File: src/common/vw_flag_pkg.sv
package vw_flag_pkg;

	// Datapath widths
	localparam int unsigned CNT_W   = 16;
	localparam int unsigned IOC_W   = 5;
	localparam int unsigned PHASES  = 2;

	// Phase indices into the per-phase arrays
	localparam int unsigned PHASE_V = 0;
	localparam int unsigned PHASE_W = 1;

	// Status write data bit positions
	localparam int unsigned FLAG_V_BIT = 1;
	localparam int unsigned FLAG_W_BIT = 0;
	localparam int unsigned STAT_W     = 2;

	// Reset values
	localparam logic             FLAG_RESET = 1'h0;
	localparam logic [CNT_W-1:0] GR_RESET   = 16'hFFFF;
	localparam logic [2:0]       SYNC_RESET = 3'h0;

	// Encodings of the I/O control selection field
	localparam logic [IOC_W-1:0] IOC_OFF        = 5'h00;
	localparam logic [IOC_W-1:0] IOC_COMPARE    = 5'h01;
	localparam logic [IOC_W-1:0] IOC_CAP_RISE   = 5'h11;
	localparam logic [IOC_W-1:0] IOC_CAP_FALL   = 5'h12;
	localparam logic [IOC_W-1:0] IOC_CAP_BOTH   = 5'h13;
	localparam logic [IOC_W-1:0] IOC_PW_LOW     = 5'h15;
	localparam logic [IOC_W-1:0] IOC_PW_HIGH    = 5'h16;
	localparam logic [IOC_W-1:0] IOC_PW_BOTH    = 5'h17;

	// Kind of use selected by the field
	typedef enum logic [1:0] {
		USE_NONE,
		USE_COMPARE,
		USE_CAPTURE,
		USE_PULSE_WIDTH
	} reg_use_e;

endpackage : vw_flag_pkg

File: src/pin_edge_sync.sv
`timescale 1ns/1ns
module pin_edge_sync
	import vw_flag_pkg::*;
(
	// Clock and reset
	input  wire logic mclk_i,
	input  wire logic reset_n_i,
	// Asynchronous pin
	input  wire logic pin_i,
	// Filtered edges, same cycle as the accepted change
	output logic      rise_o,
	output logic      fall_o
);

	logic [2:0] sync_q;
	logic       level_q;
	logic       stable;

	// Three-stage chain; stage 0 only feeds stage 1
	always_ff @(posedge mclk_i or negedge reset_n_i) begin
		if (!reset_n_i) begin
			sync_q <= SYNC_RESET;
		end else begin
			sync_q <= {sync_q[1:0], pin_i};
		end
	end

	// A change counts only once stages 1 and 2 agree
	assign stable = (sync_q[1] == sync_q[2]);

	// Accepted level, so one pin edge gives at most one pulse
	always_ff @(posedge mclk_i or negedge reset_n_i) begin
		if (!reset_n_i) begin
			level_q <= 1'h0;
		end else if (stable) begin
			level_q <= sync_q[2];
		end
	end

	// Edge pulses
	assign rise_o = stable && sync_q[2] && !level_q;
	assign fall_o = stable && !sync_q[2] && level_q;

endmodule : pin_edge_sync

File: src/phase_vw_match_capture_flags.sv
//Contract
//- V flag sets when V counter equals V general register in compare use.
//- V flag sets when a capture edge copies V counter into V general register.
//- V flag sets when pulse-width measurement copies V counter into V register.
//- V flag clears only on a write of 0 after reading it as 1.
//- W flag sets when W counter equals W general register in compare use.
//- W flag sets when a capture edge copies W counter into W general register.
//- W flag sets when pulse-width measurement copies W counter into W register.
//- W flag clears only on a write of 0 after reading it as 1.
//- No other clearing path; writing 1 never changes either flag.
//- Pulse-width transfer timing follows each phase's own io_control_select field.
`timescale 1ns/1ns
module phase_vw_match_capture_flags
	import vw_flag_pkg::*;
(
	// Clock and reset
	input  wire logic             mclk_i,
	input  wire logic             reset_n_i,
	// External pulse inputs
	input  wire logic             phase_v_pin_i,
	input  wire logic             phase_w_pin_i,
	// Counter values from the timer datapath
	input  wire logic [CNT_W-1:0] phase_v_counter_i,
	input  wire logic [CNT_W-1:0] phase_w_counter_i,
	// I/O control selection fields
	input  wire logic [IOC_W-1:0] phase_v_io_control_select_i,
	input  wire logic [IOC_W-1:0] phase_w_io_control_select_i,
	// Software write of the general registers
	input  wire logic             phase_v_general_reg_wr_i,
	input  wire logic             phase_w_general_reg_wr_i,
	input  wire logic [CNT_W-1:0] general_reg_wdata_i,
	// Status register access
	input  wire logic             status_rd_i,
	input  wire logic             status_wr_i,
	input  wire logic [STAT_W-1:0] status_wdata_i,
	// Flags and general register contents
	output logic                  phase_v_event_flag_o,
	output logic                  phase_w_event_flag_o,
	output logic [CNT_W-1:0]      phase_v_general_reg_o,
	output logic [CNT_W-1:0]      phase_w_general_reg_o
);

	////////////////////////////////////////////////////////////////////////
	// Helpers

	// Kind of use selected by an I/O control field
	function automatic reg_use_e use_of(input logic [IOC_W-1:0] io_control_select);
		reg_use_e u;
		u = USE_NONE;
		case (io_control_select)
			IOC_COMPARE:                              u = USE_COMPARE;
			IOC_CAP_RISE, IOC_CAP_FALL, IOC_CAP_BOTH: u = USE_CAPTURE;
			IOC_PW_LOW, IOC_PW_HIGH, IOC_PW_BOTH:     u = USE_PULSE_WIDTH;
			default:                                  u = USE_NONE;
		endcase
		return u;
	endfunction : use_of

	// Whether a pin edge causes a counter-to-register transfer
	function automatic logic transfer_due(input logic [IOC_W-1:0] io_control_select, input logic rise, input logic fall);
		logic t;
		t = 1'h0;
		case (io_control_select)
			IOC_CAP_RISE: t = rise;
			IOC_CAP_FALL: t = fall;
			IOC_CAP_BOTH: t = rise | fall;
			IOC_PW_LOW:   t = rise;         // End of a low pulse
			IOC_PW_HIGH:  t = fall;         // End of a high pulse
			IOC_PW_BOTH:  t = rise | fall;  // Every pulse end
			default:      t = 1'h0;
		endcase
		return t;
	endfunction : transfer_due

	////////////////////////////////////////////////////////////////////////
	// Per-phase views of the ports

	logic [CNT_W-1:0] counter   [PHASES];
	logic [IOC_W-1:0] io_control_select       [PHASES];
	logic             gr_wr     [PHASES];
	logic             clr_bit   [PHASES];
	logic             rise      [PHASES];
	logic             fall      [PHASES];
	logic             pin       [PHASES];

	logic [CNT_W-1:0] gr_q      [PHASES];
	logic             flag_q    [PHASES];
	logic             armed_q   [PHASES];
	logic             match_q   [PHASES];
	logic             match_now [PHASES];
	logic             xfer      [PHASES];
	logic             set_ev    [PHASES];
	logic             clear_ok  [PHASES];

	assign counter[PHASE_V] = phase_v_counter_i;
	assign counter[PHASE_W] = phase_w_counter_i;
	assign io_control_select[PHASE_V]     = phase_v_io_control_select_i;
	assign io_control_select[PHASE_W]     = phase_w_io_control_select_i;
	assign gr_wr[PHASE_V]   = phase_v_general_reg_wr_i;
	assign gr_wr[PHASE_W]   = phase_w_general_reg_wr_i;
	assign clr_bit[PHASE_V] = !status_wdata_i[FLAG_V_BIT];
	assign clr_bit[PHASE_W] = !status_wdata_i[FLAG_W_BIT];
	assign pin[PHASE_V]     = phase_v_pin_i;
	assign pin[PHASE_W]     = phase_w_pin_i;

	////////////////////////////////////////////////////////////////////////
	// Per-phase logic

	for (genvar p = 0; p < PHASES; p++) begin : g_phase

		// Pins are asynchronous, so each passes the filtered chain
		pin_edge_sync u_sync (
			.mclk_i    (mclk_i),
			.reset_n_i (reset_n_i),
			.pin_i     (pin[p]),
			.rise_o    (rise[p]),
			.fall_o    (fall[p])
		);

		// Equality in compare use
		assign match_now[p] = (use_of(io_control_select[p]) == USE_COMPARE) && (counter[p] == gr_q[p]);

		// Capture and pulse-width transfers, timed by the phase's own field
		assign xfer[p] = transfer_due(io_control_select[p], rise[p], fall[p]);

		// Match counts on its first cycle only; a counter parked on the
		// compare value must not re-raise a flag software just cleared
		assign set_ev[p] = (match_now[p] && !match_q[p]) || xfer[p];

		// Clearing write: 0 in the bit, and a prior read saw the flag at 1
		assign clear_ok[p] = status_wr_i && clr_bit[p] && armed_q[p];

		// Previous match state for the first-cycle detect
		always_ff @(posedge mclk_i or negedge reset_n_i) begin
			if (!reset_n_i) begin
				match_q[p] <= 1'h0;
			end else begin
				match_q[p] <= match_now[p];
			end
		end

		// General register: captured counter wins over a software write
		always_ff @(posedge mclk_i or negedge reset_n_i) begin
			if (!reset_n_i) begin
				gr_q[p] <= GR_RESET;
			end else if (xfer[p]) begin
				gr_q[p] <= counter[p];
			end else if (gr_wr[p]) begin
				gr_q[p] <= general_reg_wdata_i;
			end
		end

		// Read-as-1 arming; a new set between read and write disarms,
		// so software must read again before the clear takes effect
		always_ff @(posedge mclk_i or negedge reset_n_i) begin
			if (!reset_n_i) begin
				armed_q[p] <= 1'h0;
			end else if (set_ev[p] || status_wr_i) begin
				armed_q[p] <= 1'h0;
			end else if (status_rd_i) begin
				armed_q[p] <= flag_q[p];
			end
		end

		// Sticky flag; set beats clear, writes of 1 do nothing
		always_ff @(posedge mclk_i or negedge reset_n_i) begin
			if (!reset_n_i) begin
				flag_q[p] <= FLAG_RESET;
			end else if (set_ev[p]) begin
				flag_q[p] <= 1'h1;
			end else if (clear_ok[p]) begin
				flag_q[p] <= 1'h0;
			end
		end
	end

	////////////////////////////////////////////////////////////////////////
	// Outputs, straight from the flops

	assign phase_v_event_flag_o  = flag_q[PHASE_V];
	assign phase_w_event_flag_o  = flag_q[PHASE_W];
	assign phase_v_general_reg_o = gr_q[PHASE_V];
	assign phase_w_general_reg_o = gr_q[PHASE_W];

endmodule : phase_vw_match_capture_flags

File: config.mk
export PLATFORM = sky130hd
export DESIGN_NAME = phase_vw_match_capture_flags
export DESIGN_NICKNAME = d
export VERILOG_FILES = /design/src/common/vw_flag_pkg.sv /design/src/pin_edge_sync.sv /design/src/phase_vw_match_capture_flags.sv
export SDC_FILE = /design/constraint.sdc
export NUM_CORES = 1
export LEC_CHECK = 0
export BUFFER_PORTS_ARGS = -buffer_cell sky130_fd_sc_hd__buf_4
export CAP_MARGIN = 20
export CELL_PAD_IN_SITES_DETAIL_PLACEMENT = 1
export CELL_PAD_IN_SITES_GLOBAL_PLACEMENT = 2
export CORE_ASPECT_RATIO = 0.75
export CORE_MARGIN = 2
export CORE_UTILIZATION = 28
export CTS_CLUSTER_DIAMETER = 50
export DETAILED_ROUTE_END_ITERATION = 10
export PLACE_DENSITY_LB_ADDON = 0.1
export SLEW_MARGIN = 10
export SYNTH_ARGS = -nofsm -noshare
export SYNTH_HDL_FRONTEND = slang
export SYNTH_SLANG_ARGS = --single-unit
export TNS_END_PERCENT = 1
File: constraint.sdc
create_clock -name mclk_i -period 1.49 [get_ports mclk_i]
set_input_delay 0.149 -clock mclk_i [delete_from_list [all_inputs] [get_ports mclk_i]]
set_output_delay 0.149 -clock mclk_i [all_outputs]
set_load 0.02 [all_outputs]
Word-level counts from Yosys, hierarchy flattened
Cells that the tools add are included.
- flip-flop bits (word level): 46
- logic and storage cells: 94
- output and inout bits: 34
- mux-type cells: 16
- equality and inequality tests: 20
- bitwise gates (word level): 2
- reductions and logical operators: 44
- operator list (cell ; number):
    16-bit two-way mux ; 4
    5-bit == test, second input constant ; 12
    16-bit == test ; 2
    1-bit logical AND ; 16
    2-bit case mux with 3 select lines ; 2
    2-bit nonzero test ; 6
    2-bit OR reduction ; 6
    3-bit OR reduction ; 4
    5-bit by 1-bit == test with 1-bit output, second input constant ; 2
    1-bit logical NOT ; 8
    1-bit two-way mux ; 8
    1-bit case mux with 3 select lines ; 2
    2-bit by 1-bit == test with 1-bit output, second input constant ; 2
    1-bit logical OR ; 4
    1-bit == test ; 2
    1-bit bitwise OR ; 2

Longest topological paths before layout
Gate-level depths: netlist (run 1).
- depth after elaboration: 9
- depth in mapped cells: 7
- gate-level depth less buffers: 6

Modules after synthesis
From an unflattened synthesis (run 1), not the netlist that was laid out.
- cells, all modules: 238
- area, all modules: 2494.9 um^2
- modules (own cells, without submodules) (module ; sequential area each (um^2) ; cells an instance ; times used ; area an instance (um^2)):
    phase_vw_match_capture_flags ; 991.0 ; 216 ; 1 ; 2174.6
    pin_edge_sync ; 100.1 ; 11 ; 2 ; 160.2

Worst setup path after synthesis (run 1)
No wires, ideal clock.
- path kind: register to register
- start: reg gr_q (netlist bit phase_w_general_reg_o[11])
- end: reg armed_q[0] (netlist name)
- setup slack: 0.038 ns
- arrival time: 1.328 ns
- cell stages (with the launch flop): 5
- library setup time: 0.124 ns
- buffers on the path: 0
- path through: dfstp_2 xor2_1 nor4_2 nand3_1 o31a_1
- word-level cells in the longest chain between the ends: 6
- elaborated cells between the ends (all ways): 7
- classes of those cells: 1 x eq/ne; 1 x mux; 5 x reduce/logical
- RTL lines (item ; RTL line ; text):
    start, declared ; phase_vw_match_capture_flags.sv:86 ; logic [CNT_W-1:0] gr_q [PHASES];
    start signal, assigned by index ; phase_vw_match_capture_flags.sv:147 ; gr_q[p] <= counter[p];
    start signal, assigned by index ; phase_vw_match_capture_flags.sv:149 ; gr_q[p] <= general_reg_wdata_i;
    16-bit == test * ; phase_vw_match_capture_flags.sv:121 ; assign match_now[p] = (use_of(io_control_select[p]) == USE_COMPARE) && (counter[p] == gr_q[p]);
    1-bit logical AND * ; phase_vw_match_capture_flags.sv:121 ;
    1-bit logical AND * ; phase_vw_match_capture_flags.sv:128 ; assign set_ev[p] = (match_now[p] && !match_q[p]) || xfer[p];
    1-bit logical OR * ; phase_vw_match_capture_flags.sv:128 ;
    1-bit logical OR * ; phase_vw_match_capture_flags.sv:158 ; end else if (set_ev[p] || status_wr_i) begin
    1-bit two-way mux / 2-bit nonzero test (equally long branches) ; n/a ;
    end signal, assigned by index ; phase_vw_match_capture_flags.sv:161 ; armed_q[p] <= flag_q[p];
    end, declared ; phase_vw_match_capture_flags.sv:88 ; logic armed_q [PHASES];
Every way passes the cells marked *; elsewhere a longest branch is shown, timed or not.
A chain may end at the register's enable or synchronous reset.

Worst setup path after layout (run 1)
- start: reg gr_q (netlist bit phase_w_general_reg_o[2])
- end: reg armed_q[0] (netlist name)
The elaborated chain is that of the path after synthesis.

==> results.md, run 1 <==
Placed design:
- Port buffering added 101 buffers.
- The wire-length estimate of the detail-placed layout is roughly 5700 um.
- The routability-driven placement congestion ratio is 0.756.
- After detailed placement, the design holds a cell count of around 450.
- The setup slack at placement is -0.0176 ns.
- The total cell area at the placement stage is 3410 um2.

Synth:
- The synthesized netlist cell count is 235.
- The number of enable flip-flop cells after synthesis is 0.
- The most used flip-flop cell after synthesis is sky130_fd_sc_hd__dfstp_2.
- For this run, the register share of the synthesized area comes to 0.484.
- The share of flip-flops with an asynchronous set or reset is 1.00.
- The net count after synthesis is between 300 and 400.
- The average instance area after synthesis is approximately 10 um2.
- The synthesis warning total is 0.
- The synthesized netlist occupies a cell area of 2460 um2.
- The number of synthesized register bits is 46.
- The count of cell types in the netlist is 25.

Clock tree:
- The maximum clock insertion buffer count is 2.
- The latest clock arrival within the worst-skew pair is roughly 0.29 ns.
- The clock buffer count from CTS is 5.
- CTS saw 46 sinks.
- In this run the post-CTS setup repair buffer count came out at 0.
- The cell chosen for the clock root is sky130_fd_sc_hd__clkbuf_16.
- CTS built an H-tree with a depth of 2.
- The clock tree from TritonCTS is built.
- After clock tree synthesis, the clock-pin slew on the worst setup and hold paths is 0.06 ns.

Global route:
- In the global route stage, overall resource usage came out at 0.164.
- The global route total overflow is 0.
- The first global-routing pass estimated roughly 12,000 um of wire.
- The via count of the first global-routing pass was 2,236.
- The number of antenna violations at the first check in global routing came to 0.
- The pin count of the biggest net entering global routing is 47.

STA:
- Setup repair after global routing could not meet its margin everywhere.
- The hold violation total from the final report was 0.
- After routing, the total negative slack on setup checks comes to 0 ns.
- The max-slew headroom at the worst pin is 0.588.
- The clock period minus final worst setup slack is between 1 and 1.5 ns.
- Hold timing on the final database bottoms out at a slack of around 0.07 ns.
- Derived from the worst setup path, the maximum achievable clock frequency is 682 MHz.
- The transition at the pin with the smallest max-transition slack is around 0.62 ns.
- For the final database, setup skew stands at roughly 0.0024 ns.
- The worst-case setup margin in the final layout is 0.0227 ns.
- Setup violations remaining at the end of the flow were counted as 0.
- The total count of max-transition violations in the final report is 0.
- The ratio of final minimum period to clock period is 0.985.

Worst setup path:
- STA puts the critical path data required time at about 1.7 ns.
- The nature of the critical path startpoint is a register.
- The worst setup path is captured at a register.
- The type of the worst setup path is reg2reg.
- The worst-path maximum fanout is 3.
- The critical path starts at phase_w_general_reg_o[2].
- The critical path arrival is 1.64 ns.
- The worst register-to-register path begins at phase_w_general_reg_o[2].
- For the worst flop-to-flop path, the logic depth is 4.

Floorplanning:
- The die covers roughly 9600 um2.
- The cell row count is 29.
- In this run the count of I/O pins placed on the die edge is approximately 100.
- The die is 85.2 um tall.
- The starting utilization of the core area is 0.290.
- The die is about 110 um wide.
- The total area inside the core boundary comes to between 8000 and 9000 um2.

Route:
- The detailed router placed between 2,000 and 2,500 vias in this run.
- The total length of routed wires is about 7500 um.
- The vias per cell is 4.54.
- Once detail routing completed, the nets flagged for antenna violations numbered 0.
- The iteration count of the initial detailed-routing pass is 3.
- After detailed routing, the number of remaining DRC violations is 0.
- Dividing the detail-routed wire length by the instance count gives around 16 um.
- After the first detailed-routing iteration, the DRC count stood at between 60 and 70.

Min path:
- The worst hold path stage count is 3.
- The min-delay analysis places its worst path in the category in2reg.
- In this run the most critical hold path is launched from phase_v_counter_i[11].

Finish:
- The number of cells in the finished layout apart from fillers is between 400 and 500.
- Relative to the synthesized area, the layout overhead comes to 46.9%.
- Once layout is done, the placed cells without fillers occupy 3620 um2.
- The net count of the finished layout is ~420.
- The number of diodes is 0.
- The proportion of layout cells with a drive suffix above 1 is 0.457.
- Once layout is complete, the utilization of the core stands at 0.426.

Power:
- Of the total power, combinational logic draws 0.277.
- Of the total power, the clock network draws 0.299.
- The overall power consumption is roughly 3.9 mW.
- Of the total power, registers draw 0.424.
- Of the total power, the share spent switching nets is 0.305.
- The cell-internal power is between 2 and 3 mW.
- Across the VDD grid, the largest voltage drop is ~0.00045 V.
- Summed over all nets, the switching power comes to between 1 and 1.5 mW.
- Power spread over the standard cell area amounts to about 1100 nW/um2.
- The static leakage power is roughly 1.6 nW.

Run status:
- The flow ran to the end, and the final reports show no timing, DRC or antenna violations.

Run:
- Max-cap violations in this run came to 0.
-- layer usage --
metal	track usage	share of wire
met5	0	0
met4	0.0499	0.013
met3	0.0407	0.051
met2	0.240	0.43
met1	0.239	0.51
-- placed cells by master, fill, tap and decap left out, drive strengths merged, types with 3 or more instances in the layout --
cell type and instances:
buf 112, clkbuf 7, dfstp 32, nand3b 5
nor4 9, nand3 5, dfrtp 14, xor2 32
dlygate4sd3 3, nor2 3, nand2b 3, nand2 35
ha 4, a21oi 4, inv 4, mux2i 34
o21ai 35
-- synth_stat cells (4+ instances only) --
master,n,area (um2)
sky130_fd_sc_hd__nand3b_1,5,37.5
sky130_fd_sc_hd__buf_2,6,30.0
sky130_fd_sc_hd__o21ai_1,4,20.0
sky130_fd_sc_hd__dfstp_2,32,841
sky130_fd_sc_hd__ha_1,4,50.1
sky130_fd_sc_hd__nand3_1,5,25.0
sky130_fd_sc_hd__mux2i_1,34,340
sky130_fd_sc_hd__nor4_1,8,50.1
sky130_fd_sc_hd__dfrtp_1,14,350
sky130_fd_sc_hd__o21ai_0,31,155
sky130_fd_sc_hd__xor2_1,32,280
sky130_fd_sc_hd__nand2_1,35,131
sky130_fd_sc_hd__inv_1,4,15.0
-- final timing paths --
kind,slack (ns),to
min in group asynchronous,0.40,g_phase[0].u_sync.sync_q[2]
max in group asynchronous,0.66,g_phase[1].u_sync.sync_q[0]
max reg2reg,0.02,armed_q[0]
max,0.02,armed_q[0]
min reg2reg,0.35,g_phase[0].u_sync.sync_q[1]
min,0.07,phase_v_general_reg_o[11]
-- registers in the layout (all words and copies together), names as in the netlist --
signal and cells:
phase_w_event_flag_o 1, phase_v_general_reg_o 16, match_q 2, phase_v_event_flag_o 1, armed_q 2, phase_w_general_reg_o 16
g_phase.u_sync.level_q 2, g_phase.u_sync.sync_q 6
-- worst max-delay path: stages (launching register included) --
cell	delay (ns)
sky130_fd_sc_hd__dfstp_2	0.55
sky130_fd_sc_hd__xor2_1	0.09
sky130_fd_sc_hd__nor4_2	0.28
sky130_fd_sc_hd__nand3_1	0.17
sky130_fd_sc_hd__o31a_1	0.26
-- power by group through the flow --
stage | clock (mW) | sequential [mW] | combinational, mW
detailed placement | 0 | 1.66 | 1.06
floorplan | 0 | 1.82 | 0.329
finish | 1.16 | 1.64 | 1.07
CTS | 1.20 | 1.64 | 1.09
global route | 1.26 | 1.67 | 1.17
global placement | 0 | 1.65 | 1.06
-- area by class of cell --
type / count / area [um2]
Timing Repair Buffer: 115 / 896
Multi-Input combinational cell: 175 / 1230
Clock buffer: 7 / 143
Clock inverter: 1 / 5.00
Sequential cell: 46 / 1190
Fill cell: 969 / 4870
Inverter: 4 / 15.0
Tap cell: 108 / 135
-- cell families after synthesis --
logic type      synth area share
buf+inv                   0.0285
xor+xnor                   0.114
simple gates               0.123
flops                      0.484
compound gates            0.0920
fa+ha+maj                 0.0203
mux                        0.138
-- repair_timing --
item                       in CTS  in global routing
hold buffers                    3                  0
gates resized for setup         4                  1
pin swaps                       0                  4
setup endpoints to repair       2                  4
gates cloned                    0                  0
hold endpoints to repair       16                  0
Note: power is estimated with default switching activity, not from simulation.
==> run 2: changes to the inputs <==
--- a/config.mk
+++ b/config.mk
@@ -6,10 +6,9 @@
 export NUM_CORES = 1
 export LEC_CHECK = 0
 export BUFFER_PORTS_ARGS = -buffer_cell sky130_fd_sc_hd__buf_4
-export CAP_MARGIN = 20
 export CELL_PAD_IN_SITES_DETAIL_PLACEMENT = 1
 export CELL_PAD_IN_SITES_GLOBAL_PLACEMENT = 2
-export CORE_ASPECT_RATIO = 0.75
+export CORE_ASPECT_RATIO = 1.75
 export CORE_MARGIN = 2
 export CORE_UTILIZATION = 28
 export CTS_CLUSTER_DIAMETER = 50
@@ -18,5 +17,6 @@
 export SLEW_MARGIN = 10
 export SYNTH_ARGS = -nofsm -noshare
 export SYNTH_HDL_FRONTEND = slang
+export SYNTH_HIERARCHICAL = 1
 export SYNTH_SLANG_ARGS = --single-unit
 export TNS_END_PERCENT = 1
==> run 2 against run 1 <==
The run now ends with negative setup slack left. Non-clock buffer count is 29 higher. Combinational power is 21% higher. Clock-buffer cell count is 1 lower. Power is 14% higher. Worst hold slack better by 0.0055 ns. Synthesized cell count is 1.3% higher. Largest power group unchanged. Highest routed layer unchanged.
==> results.md, run 2 <==
Floorplanning:
- The die is 129 um tall.
- In this run the count of I/O pins placed on the die edge is a little over 100.
- Measured along the x axis, the die boundary spans roughly 75 um.
- The cell row count is 45.
- The die area is 9710 um2.
- The area of the core is 8670 um2.
- The starting utilization of the core area is 0.288.

Synth:
- The fraction of the mapped netlist area in compound gates was 0.0923.
- After synthesis, the largest family of logic cells by area is multiplexers.
- The portion of synthesized area spent on multiplexers is 0.148.
- Sorting the synthesized cells by area gives the leading types as sky130_fd_sc_hd__dfstp_2, sky130_fd_sc_hd__dfrtp_1, sky130_fd_sc_hd__mux2i_1.
- The netlist area before placement is roughly 2500 um2.
- The average instance area after synthesis is approximately 10 um2.
- The commonest cells after synthesis are sky130_fd_sc_hd__mux2i_1, sky130_fd_sc_hd__nand2_1, sky130_fd_sc_hd__dfstp_2, sky130_fd_sc_hd__o21ai_0, sky130_fd_sc_hd__xor2_1.
- The arithmetic-cell share of the synthesized area counting full adders, half adders and majority gates is 0.0201.
- After synthesis, the share of flip-flops with an asynchronous set or reset is 1.00.
- The synthesized design contains 46 register bits.
- Yosys mapped a number of flops with a built-in enable equal to 0.
- The share of the yosys chip area belonging to registers is 0.477.
- During synthesis, Yosys emitted a total of 6 warnings.
- Of the total synthesized cell area, the portion taken by AND, OR, NAND and NOR gates is 0.135.
- The share of synthesized area in the top cell type comes to 0.337.
- Synthesis produced a netlist with a net count of 310.
- The synthesized netlist cell count is approximately 240.
- Of the total synthesized cell area, the portion taken by XOR and XNOR cells is 0.102.
- sky130_fd_sc_hd__dfstp_2 takes more of the synthesized area than any other cell.
- The count of cell types in the netlist is 36.
- The most used flip-flop cell after synthesis is sky130_fd_sc_hd__dfstp_2.

Global route:
- After global routing the overflow that remains totals 0.
- The met1 routing resource usage after global routing is 0.199.
- Entering global routing, the biggest net connects 47 pins.
- The most utilized layer in the global route result is met2.
- The number of antenna violations at the first check in global routing is 0.
- The met3 layer usage reported by global route is 0.0290.
- The first global-routing pass estimated 12,700 um of wire.
- The via count of the first global-routing pass is ~2,500.
- For this run, global-route usage on met2 was measured as 0.338.
- The overall track demand over capacity in global routing is 0.180.

Worst setup path:
- The start of the worst register-to-register path is g_phase[1].u_sync/sync_q[1].
- The worst register-to-register path has a setup slack of -0.09 ns.
- The path depth of the worst reg2reg path is 7.
- The master of the slowest instance on the critical path is sky130_fd_sc_hd__dfrtp_1.
- The worst-path maximum fanout is 5.
- The worst setup path is captured at a register.
- The critical path goes through inv_1, ha_1, and2_4, a22oi_2, nor3b_4, or3_1, a21oi_1.
- Data on the critical path is required at its endpoint by 1.71 ns.
- The worst register-to-register path ends at armed_q[0].
- The critical path ends at armed_q[0].
- The nature of the critical path startpoint is a register.
- By startpoint and endpoint, the worst setup path is classified as reg2reg.
- The source of the critical timing path is g_phase[1].u_sync/sync_q[1].
- The maximum cell stage delay along the critical path is 0.38 ns.
- The critical path arrival is ~1.8 ns.

Placed design:
- The total cell area at the placement stage is between 3000 and 4000 um2.
- The routability-driven placement congestion ratio is ~0.76.
- The wire-length estimate of the detail-placed layout is around 6500 um.
- The setup slack at placement is -0.173 ns.
- The number of I/O port buffers is roughly 100.

Clock tree:
- The H-tree was split into 2 levels.
- The maximum clock insertion buffer count is 2.
- The clock buffer count from CTS is 5.
- The clock sink count is 46.
- At the later pin of the worst-skew pair, clock insertion delay measures a little under 0.3 ns.
- TritonCTS built the clock tree.
- The clock input transition at the sequential cells of the worst setup and hold paths is ~0.070 ns.
- The tree is rooted in a sky130_fd_sc_hd__clkbuf_16.

Route:
- Wires add up to roughly 8300 um.
- In this run the remaining antenna-violating nets after routing total 0.
- In the final routed layout, each cell accounts on average for 16.8 um.
- Summing over every cut layer, the via total after detailed routing is between 2,000 and 2,500.
- The DRC violations left is 0.
- In this run, the number of DRC markers left after iteration 0 of detailed routing was between 50 and 60.
- Dividing the detail-routed via count by the number of cells gives ~4.5.
- The first detailed-routing pass ran for 2 iterations.

STA:
- The post-route worst hold slack is 0.0754 ns.
- Setup repair after global routing could not meet its margin everywhere.
- The ratio of final minimum period to clock period is 1.06.
- The total count of max-transition violations in the final report came to 0.
- For the pin with the worst max-slew slack, the measured transition is between 0.6 and 0.7 ns.
- The hold violation total from the final report is 0.
- Subtracting the final worst setup slack from the clock period gives approximately 1.6 ns.
- The max-slew headroom at the worst pin is 0.584.
- Derived from the worst setup path, the maximum achievable clock frequency is ~630 MHz.
- Once routing completed, OpenROAD measured the worst setup slack at -0.0871 ns.
- Setup violations remaining at the end of the flow were counted as 35.
- The clock arrives with 0.00663 ns of skew.

Run status:
- The checks that failed: negative setup slack.
- The flow ran to the end, but the final reports show violations.

Finish:
- In the layout the commonest cells are sky130_fd_sc_hd__buf_4, sky130_fd_sc_hd__nand2_1, sky130_fd_sc_hd__mux2i_1.
- For this run, the share of the core covered by cells in the final layout is 0.474.
- In the final layout, the share of cells above drive strength 1 is 0.539.
- The net count of the finished layout is 451.
- Summing all flip-flop and latch instances after layout gives between 1000 and 1500 um2.
- The multi-input combinational cells in the finished layout cover a total of between 1000 and 1500 um2.
- Once layout is done, the placed cells without fillers occupy a little over 4000 um2.
- The number of antenna diodes in the final layout is 0.
- The growth of design area from synthesis to finish is 64.7%.
- The most common cell after layout, fill and taps aside is sky130_fd_sc_hd__buf_4.
- The filler cells instantiated in the layout total about 1,000.

Run:
- The tool flagged a number of max-cap violations equal to 0.

Min path:
- The tightest min-delay check is of the in2reg type.

Power:
- For this design the ratio of total power to cell area is 1080 nW/um2.
- The static leakage power is between 1.5 and 2 nW.
- The largest vdd supply drop is between 0.0006 and 0.0007 V.
-- run 2: cell types whose count changed after synthesis, sizes merged, moves of 3 or more --
cell | previous run | this run
nor4 | 9 | 3
xnor2 | 0 | 12
nand3 | 5 | 1
clkbuf | 2 | 8
or4 | 0 | 3
buf | 8 | 2
xor2 | 32 | 17
nor2b | 0 | 4
-- run 2: through the flow --
step | setup TNS [ns] | std cells | power (mW)
3_5_place_dp | -4.59 | 482 | 2.90
6_report | -1.89 | 497 | 4.42
4_1_cts | -3.46 | 496 | 4.48
2_1_floorplan | -0.940 | 238 | 2.19
5_1_grt | -6.27 | 497 | 4.66
3_3_place_gp | -3.31 | 482 | 2.87
-- run 2: timing repair --
item / in CTS / in global routing
cloned: 1 / 1
setup buffers: 2 / 0
hold buffers: 3 / 0
pin swaps: 6 / 2
gates resized for setup: 37 / 11
endpoints found under the setup margin: 38 / 38
endpoints found under the hold margin: 16 / 0
-- run 2: how the worst min path moves through the flow --
stage	startpoint	endpoint	slack, ns	depth (start not counted)
floorplan	reset_n_i	armed_q[0]	-0.15	0
global placement	reset_n_i	armed_q[0]	0.21	1
detailed placement	reset_n_i	armed_q[0]	0.21	1
CTS	phase_v_counter_i[2]	phase_v_general_reg_o[2]	0.07	3
global route	phase_v_counter_i[4]	phase_v_general_reg_o[4]	0.07	3
finish	phase_v_counter_i[2]	phase_v_general_reg_o[2]	0.08	3
-- run 2: final cells by class --
cell class,instances,share of cell area
Timing Repair Buffer,144,0.287
Clock buffer,6,0.0338
Multi-Input combinational cell,176,0.334
Inverter,6,0.00548
Tap cell,117,0.0356
Sequential cell,46,0.290
Clock inverter,2,0.0146
-- run 2: cell families (layout without fill, tap and decap cells) --
family,after synthesis,count (layout)
adders and majority gates,4,4
and+or+nand+nor,65,65
AOI/OAI and AO/OA,42,42
muxes,36,36
xor gates and xnor gates,29,29
DFF,46,46
buffers and inverters,16,158
-- run 2: worst max-delay path: cells and delay by family (launching register included) --
family | cells | cell delay [ns]
AO/OA/AOI/OAI | 2 | 0.29
adder cells (fa/ha/maj) | 1 | 0.19
buffers and inverters | 1 | 0.06
flip-flops | 1 | 0.38
AND/OR/NAND/NOR | 3 | 0.58
-- run 2: metal layers --
metal	routed length (um)	part of all wire
met1	3120	0.37
met2	4800	0.58
met3	287	0.034
met4	123	0.015
met5	0	0
-- run 2: power breakdown --
part / internal, mW / total [mW] / switching [mW]
sequential: 1.50 / 1.64 / 0.142
clock: 1.01 / 1.49 / 0.482
combinational: 0.671 / 1.29 / 0.617
==> run 3: changes to the inputs <==
==> constraint.sdc (replaced) <==
create_clock -name mclk_i -period 1.49 [get_ports mclk_i]
set_input_delay 0.149 -clock mclk_i [delete_from_list [all_inputs] [get_ports mclk_i]]
set_output_delay 0.149 -clock mclk_i [all_outputs]
set_load 0.01 [all_outputs]
==> run 3 against run 2 <==
Register-to-register slack about the same. Clock skew decreased by 0.0019 ns. Routed wire length decreased by 0.95%. Flip-flop and latch count unchanged. Cell count decreased by 1.2%. Worst setup slack got worse by 0.0051 ns. Critical endpoint is now phase_v_general_reg_o[10]. The run still ends with negative setup slack left. Non-clock buffer count is 5 lower. Critical path depth up 2. Clock power down 28%. Via count fell by 1.6%. Combinational power down 9%. First-iteration DRC count shrank 18%.
==> results.md, run 3 (synthesis gave the netlist of run 2 again) <==
Route:
- The iteration count of the initial detailed-routing pass is 3.
- The via count is 2,215.
- After detailed routing, the average wire length per cell comes to ~17 um.
- The post-detailed-route count of antenna-violating nets is 0.
- After detailed routing, the number of remaining DRC violations is 0.
- Dividing the detail-routed via count by the number of cells gives 4.51.
- For this block, the routed nets add up to between 8000 and 9000 um of wire.
- The first routing iteration left between 40 and 50 violations.

Worst setup path:
- Walking the worst path, the cells encountered are inv_1, ha_2, and2_4, a22oi_2, nor3b_4, buf_12, buf_12, nand2_1, o21ai_2.
- The critical path contains buffers and inverters numbering 3 combined.
- The path depth of the worst reg2reg path is 9.
- The flop-to-flop setup slack is -0.09 ns.
- The source of the critical timing path is g_phase[0].u_sync/sync_q[2].
- The path length in cells of the critical path is 9.
- The worst-path maximum fanout is 12.
- The capturing instance or port of the critical path is phase_v_general_reg_o[10].
- The most used cell along the critical path is sky130_fd_sc_hd__buf_12.
- The type of the worst setup path is reg2reg.
- The category of the worst setup path capture point is a register.
- The kind of cell adding the most delay to the critical path is simple AND/OR/NAND/NOR gates.
- The slowest stage of the critical path belongs to the cell sky130_fd_sc_hd__dfrtp_1.
- The worst register-to-register path begins at g_phase[0].u_sync/sync_q[2].
- The endpoint identified for the worst register-to-register timing path is phase_v_general_reg_o[10].
- On the worst path, the slowest cell contributes a delay of 0.40 ns.
- Data on the critical path arrives at its endpoint at between 1.5 and 2 ns.
- The worst path required time is 1.71 ns.
- The worst setup path is launched from a register.

STA:
- The hold violation total from the final report is 0.
- The worst-case setup margin in the final layout is -0.0922 ns.
- Static timing analysis puts the maximum clock frequency at 632 MHz.
- The total count of max-transition violations in the final report is 0.
- Measured against its own limit, the worst slew margin works out to 0.580.
- For the final database, setup skew stands at 0.00468 ns.
- The post-route worst hold slack is roughly 0.078 ns.
- The transition at the pin with the smallest max-transition slack is 0.630 ns.
- The smallest clock period supported by the final layout is computed as approximately 1.6 ns.
- The ratio of final minimum period to clock period is 1.06.
- Setup repair after global routing could not meet its margin everywhere.
- The number of endpoints failing setup at the final stage is 35.

Floorplanning:
- In this run the horizontal extent of the chip is roughly 75 um.
- The die is ~130 um tall.
- The starting utilization of the core area is 0.288.
- The total I/O pin count is 102.
- After floorplanning, the core was sized to cover slightly below 9000 um2.
- The die covers ~9700 um2.
- The floorplan has 45 rows.

Placed design:
- The number of I/O port buffers is roughly 100.
- The total instance count after detailed placement is ~480.
- The wire-length estimate of the detail-placed layout is between 6000 and 7000 um.
- The setup slack at placement is -0.261 ns.
- The routability-driven placement congestion ratio is between 0.7 and 0.8.

Global route:
- The global-route wire length before repair is approximately 12,000 um.
- The number of antenna violations at the first check in global routing was 0.
- Entering global routing, the biggest net connects 47 pins.
- In the global route stage, overall resource usage came out at 0.176.
- The via count of the first global-routing pass came to roughly 2,400.
- Global routing finished with a remaining overflow of 0.

Finish:
- The library cells used most frequently in the layout, excluding fill and tap cells, are sky130_fd_sc_hd__buf_4, sky130_fd_sc_hd__mux2i_1, sky130_fd_sc_hd__dfstp_2.
- The number of diodes is 0.
- The number of filler cells placed in the layout is 1,016.
- The net count of the finished layout is roughly 450.
- Once layout is complete, the utilization of the core stands at 0.463.
- The growth of design area from synthesis to finish is 61.0%.
- The finished layout holds 491 standard cells, fillers aside.
- Of the cells placed in the final design, the portion with a size suffix greater than 1 is 0.564.
- The most common cell after layout, fill and taps aside is sky130_fd_sc_hd__buf_4.

Clock tree:
- The clock tree from TritonCTS is built.
- TritonCTS created 5 clock buffers.
- The clock sink count is 46.
- The total number of H-tree levels is 2.
- CTS placed an instance of sky130_fd_sc_hd__clkbuf_16 at the clock tree root.
- The clock input transition at the sequential cells of the worst setup and hold paths is roughly 0.060 ns.
- The longest clock path from root to sink contains 2 buffers.
- The latest clock arrival within the worst-skew pair is 0.29 ns.

Power:
- The power per cell area is between 900 and 1000 nW/um2.
- Across the VDD grid, the largest voltage drop is 0.000617 V.
- The static leakage power is 1.81 nW.

Run status:
- The final reports fail on negative setup slack.
- The run finished, with violations left.

Min path:
- The class of the most critical hold timing path is in2reg.

Run:
- Across the run, the number of max-cap violations was 0.
-- run 3: changes by cell type in the layout (fill, tap and decap cells not counted), sizes merged --
cell	delta
clkbuf	+1
buf	-4
bufbuf	-1
bufinv	-2
-- run 3: routing by layer --
layer	global-route usage	part of all wire	wire, um	up-vias
li1	-	-	-	1089
met5	0	0	0	-
met2	0.327	0.59	4860	53
met3	0.0305	0.032	265	6
met4	0.0485	0.012	98	0
met1	0.199	0.37	3030	1067
-- run 3: area by class of cell --
class / instances / area (um2) / share of cell area
Sequential cell: 46 / 1190 / 0.297
Tap cell: 117 / 146 / 0.0364
Inverter: 6 / 22.5 / 0.00561
Clock buffer: 7 / 133 / 0.0330
Multi-Input combinational cell: 176 / 1400 / 0.349
Timing Repair Buffer: 139 / 1120 / 0.279
-- run 3: worst min path at each step --
stage	startpoint	to	slack, ns	cells past startpoint
after detailed placement	reset_n_i	phase_w_event_flag_o	0.21	1
after global routing	phase_v_counter_i[13]	phase_v_general_reg_o[13]	0.08	3
after floorplan	reset_n_i	armed_q[0]	-0.15	0
after global placement	reset_n_i	phase_w_event_flag_o	0.22	1
final	phase_v_counter_i[13]	phase_v_general_reg_o[13]	0.08	3
after CTS	phase_v_counter_i[6]	phase_v_general_reg_o[6]	0.08	3
-- run 3: timing repair --
action,in CTS,in global routing
buffers inserted,0,1
hold buffers,3,0
endpoints found under the setup margin,38,38
pin swaps,10,6
hold endpoints to repair,16,0
gates resized for setup,21,35
gates cloned,0,2
-- run 3: power breakdown --
| group | switching (mW) | total (mW) | leakage [nW] | internal [mW] |
|---|---|---|---|---|
| clock network | 0.458 | 1.07 | 0.0640 | 0.615 |
| logic | 0.517 | 1.18 | 1.23 | 0.659 |
| registers | 0.137 | 1.64 | 0.508 | 1.50 |
-- run 3: through the flow --
stage / area, um2 / total power, mW / setup TNS, ns
final: 4020 / 3.89 / -1.86
after global routing: 4020 / 4.12 / -6.25
after floorplan: 2510 / 2.08 / -0.525
after global placement: 3630 / 2.74 / -3.85
after detailed placement: 3630 / 2.76 / -4.47
after CTS: 3890 / 3.90 / -2.40
-- run 3: worst min-delay path, stage by stage --
cell and delay, ns:
sky130_fd_sc_hd__buf_4 0.12, sky130_fd_sc_hd__nand2_1 0.05, sky130_fd_sc_hd__o21ai_1 0.05
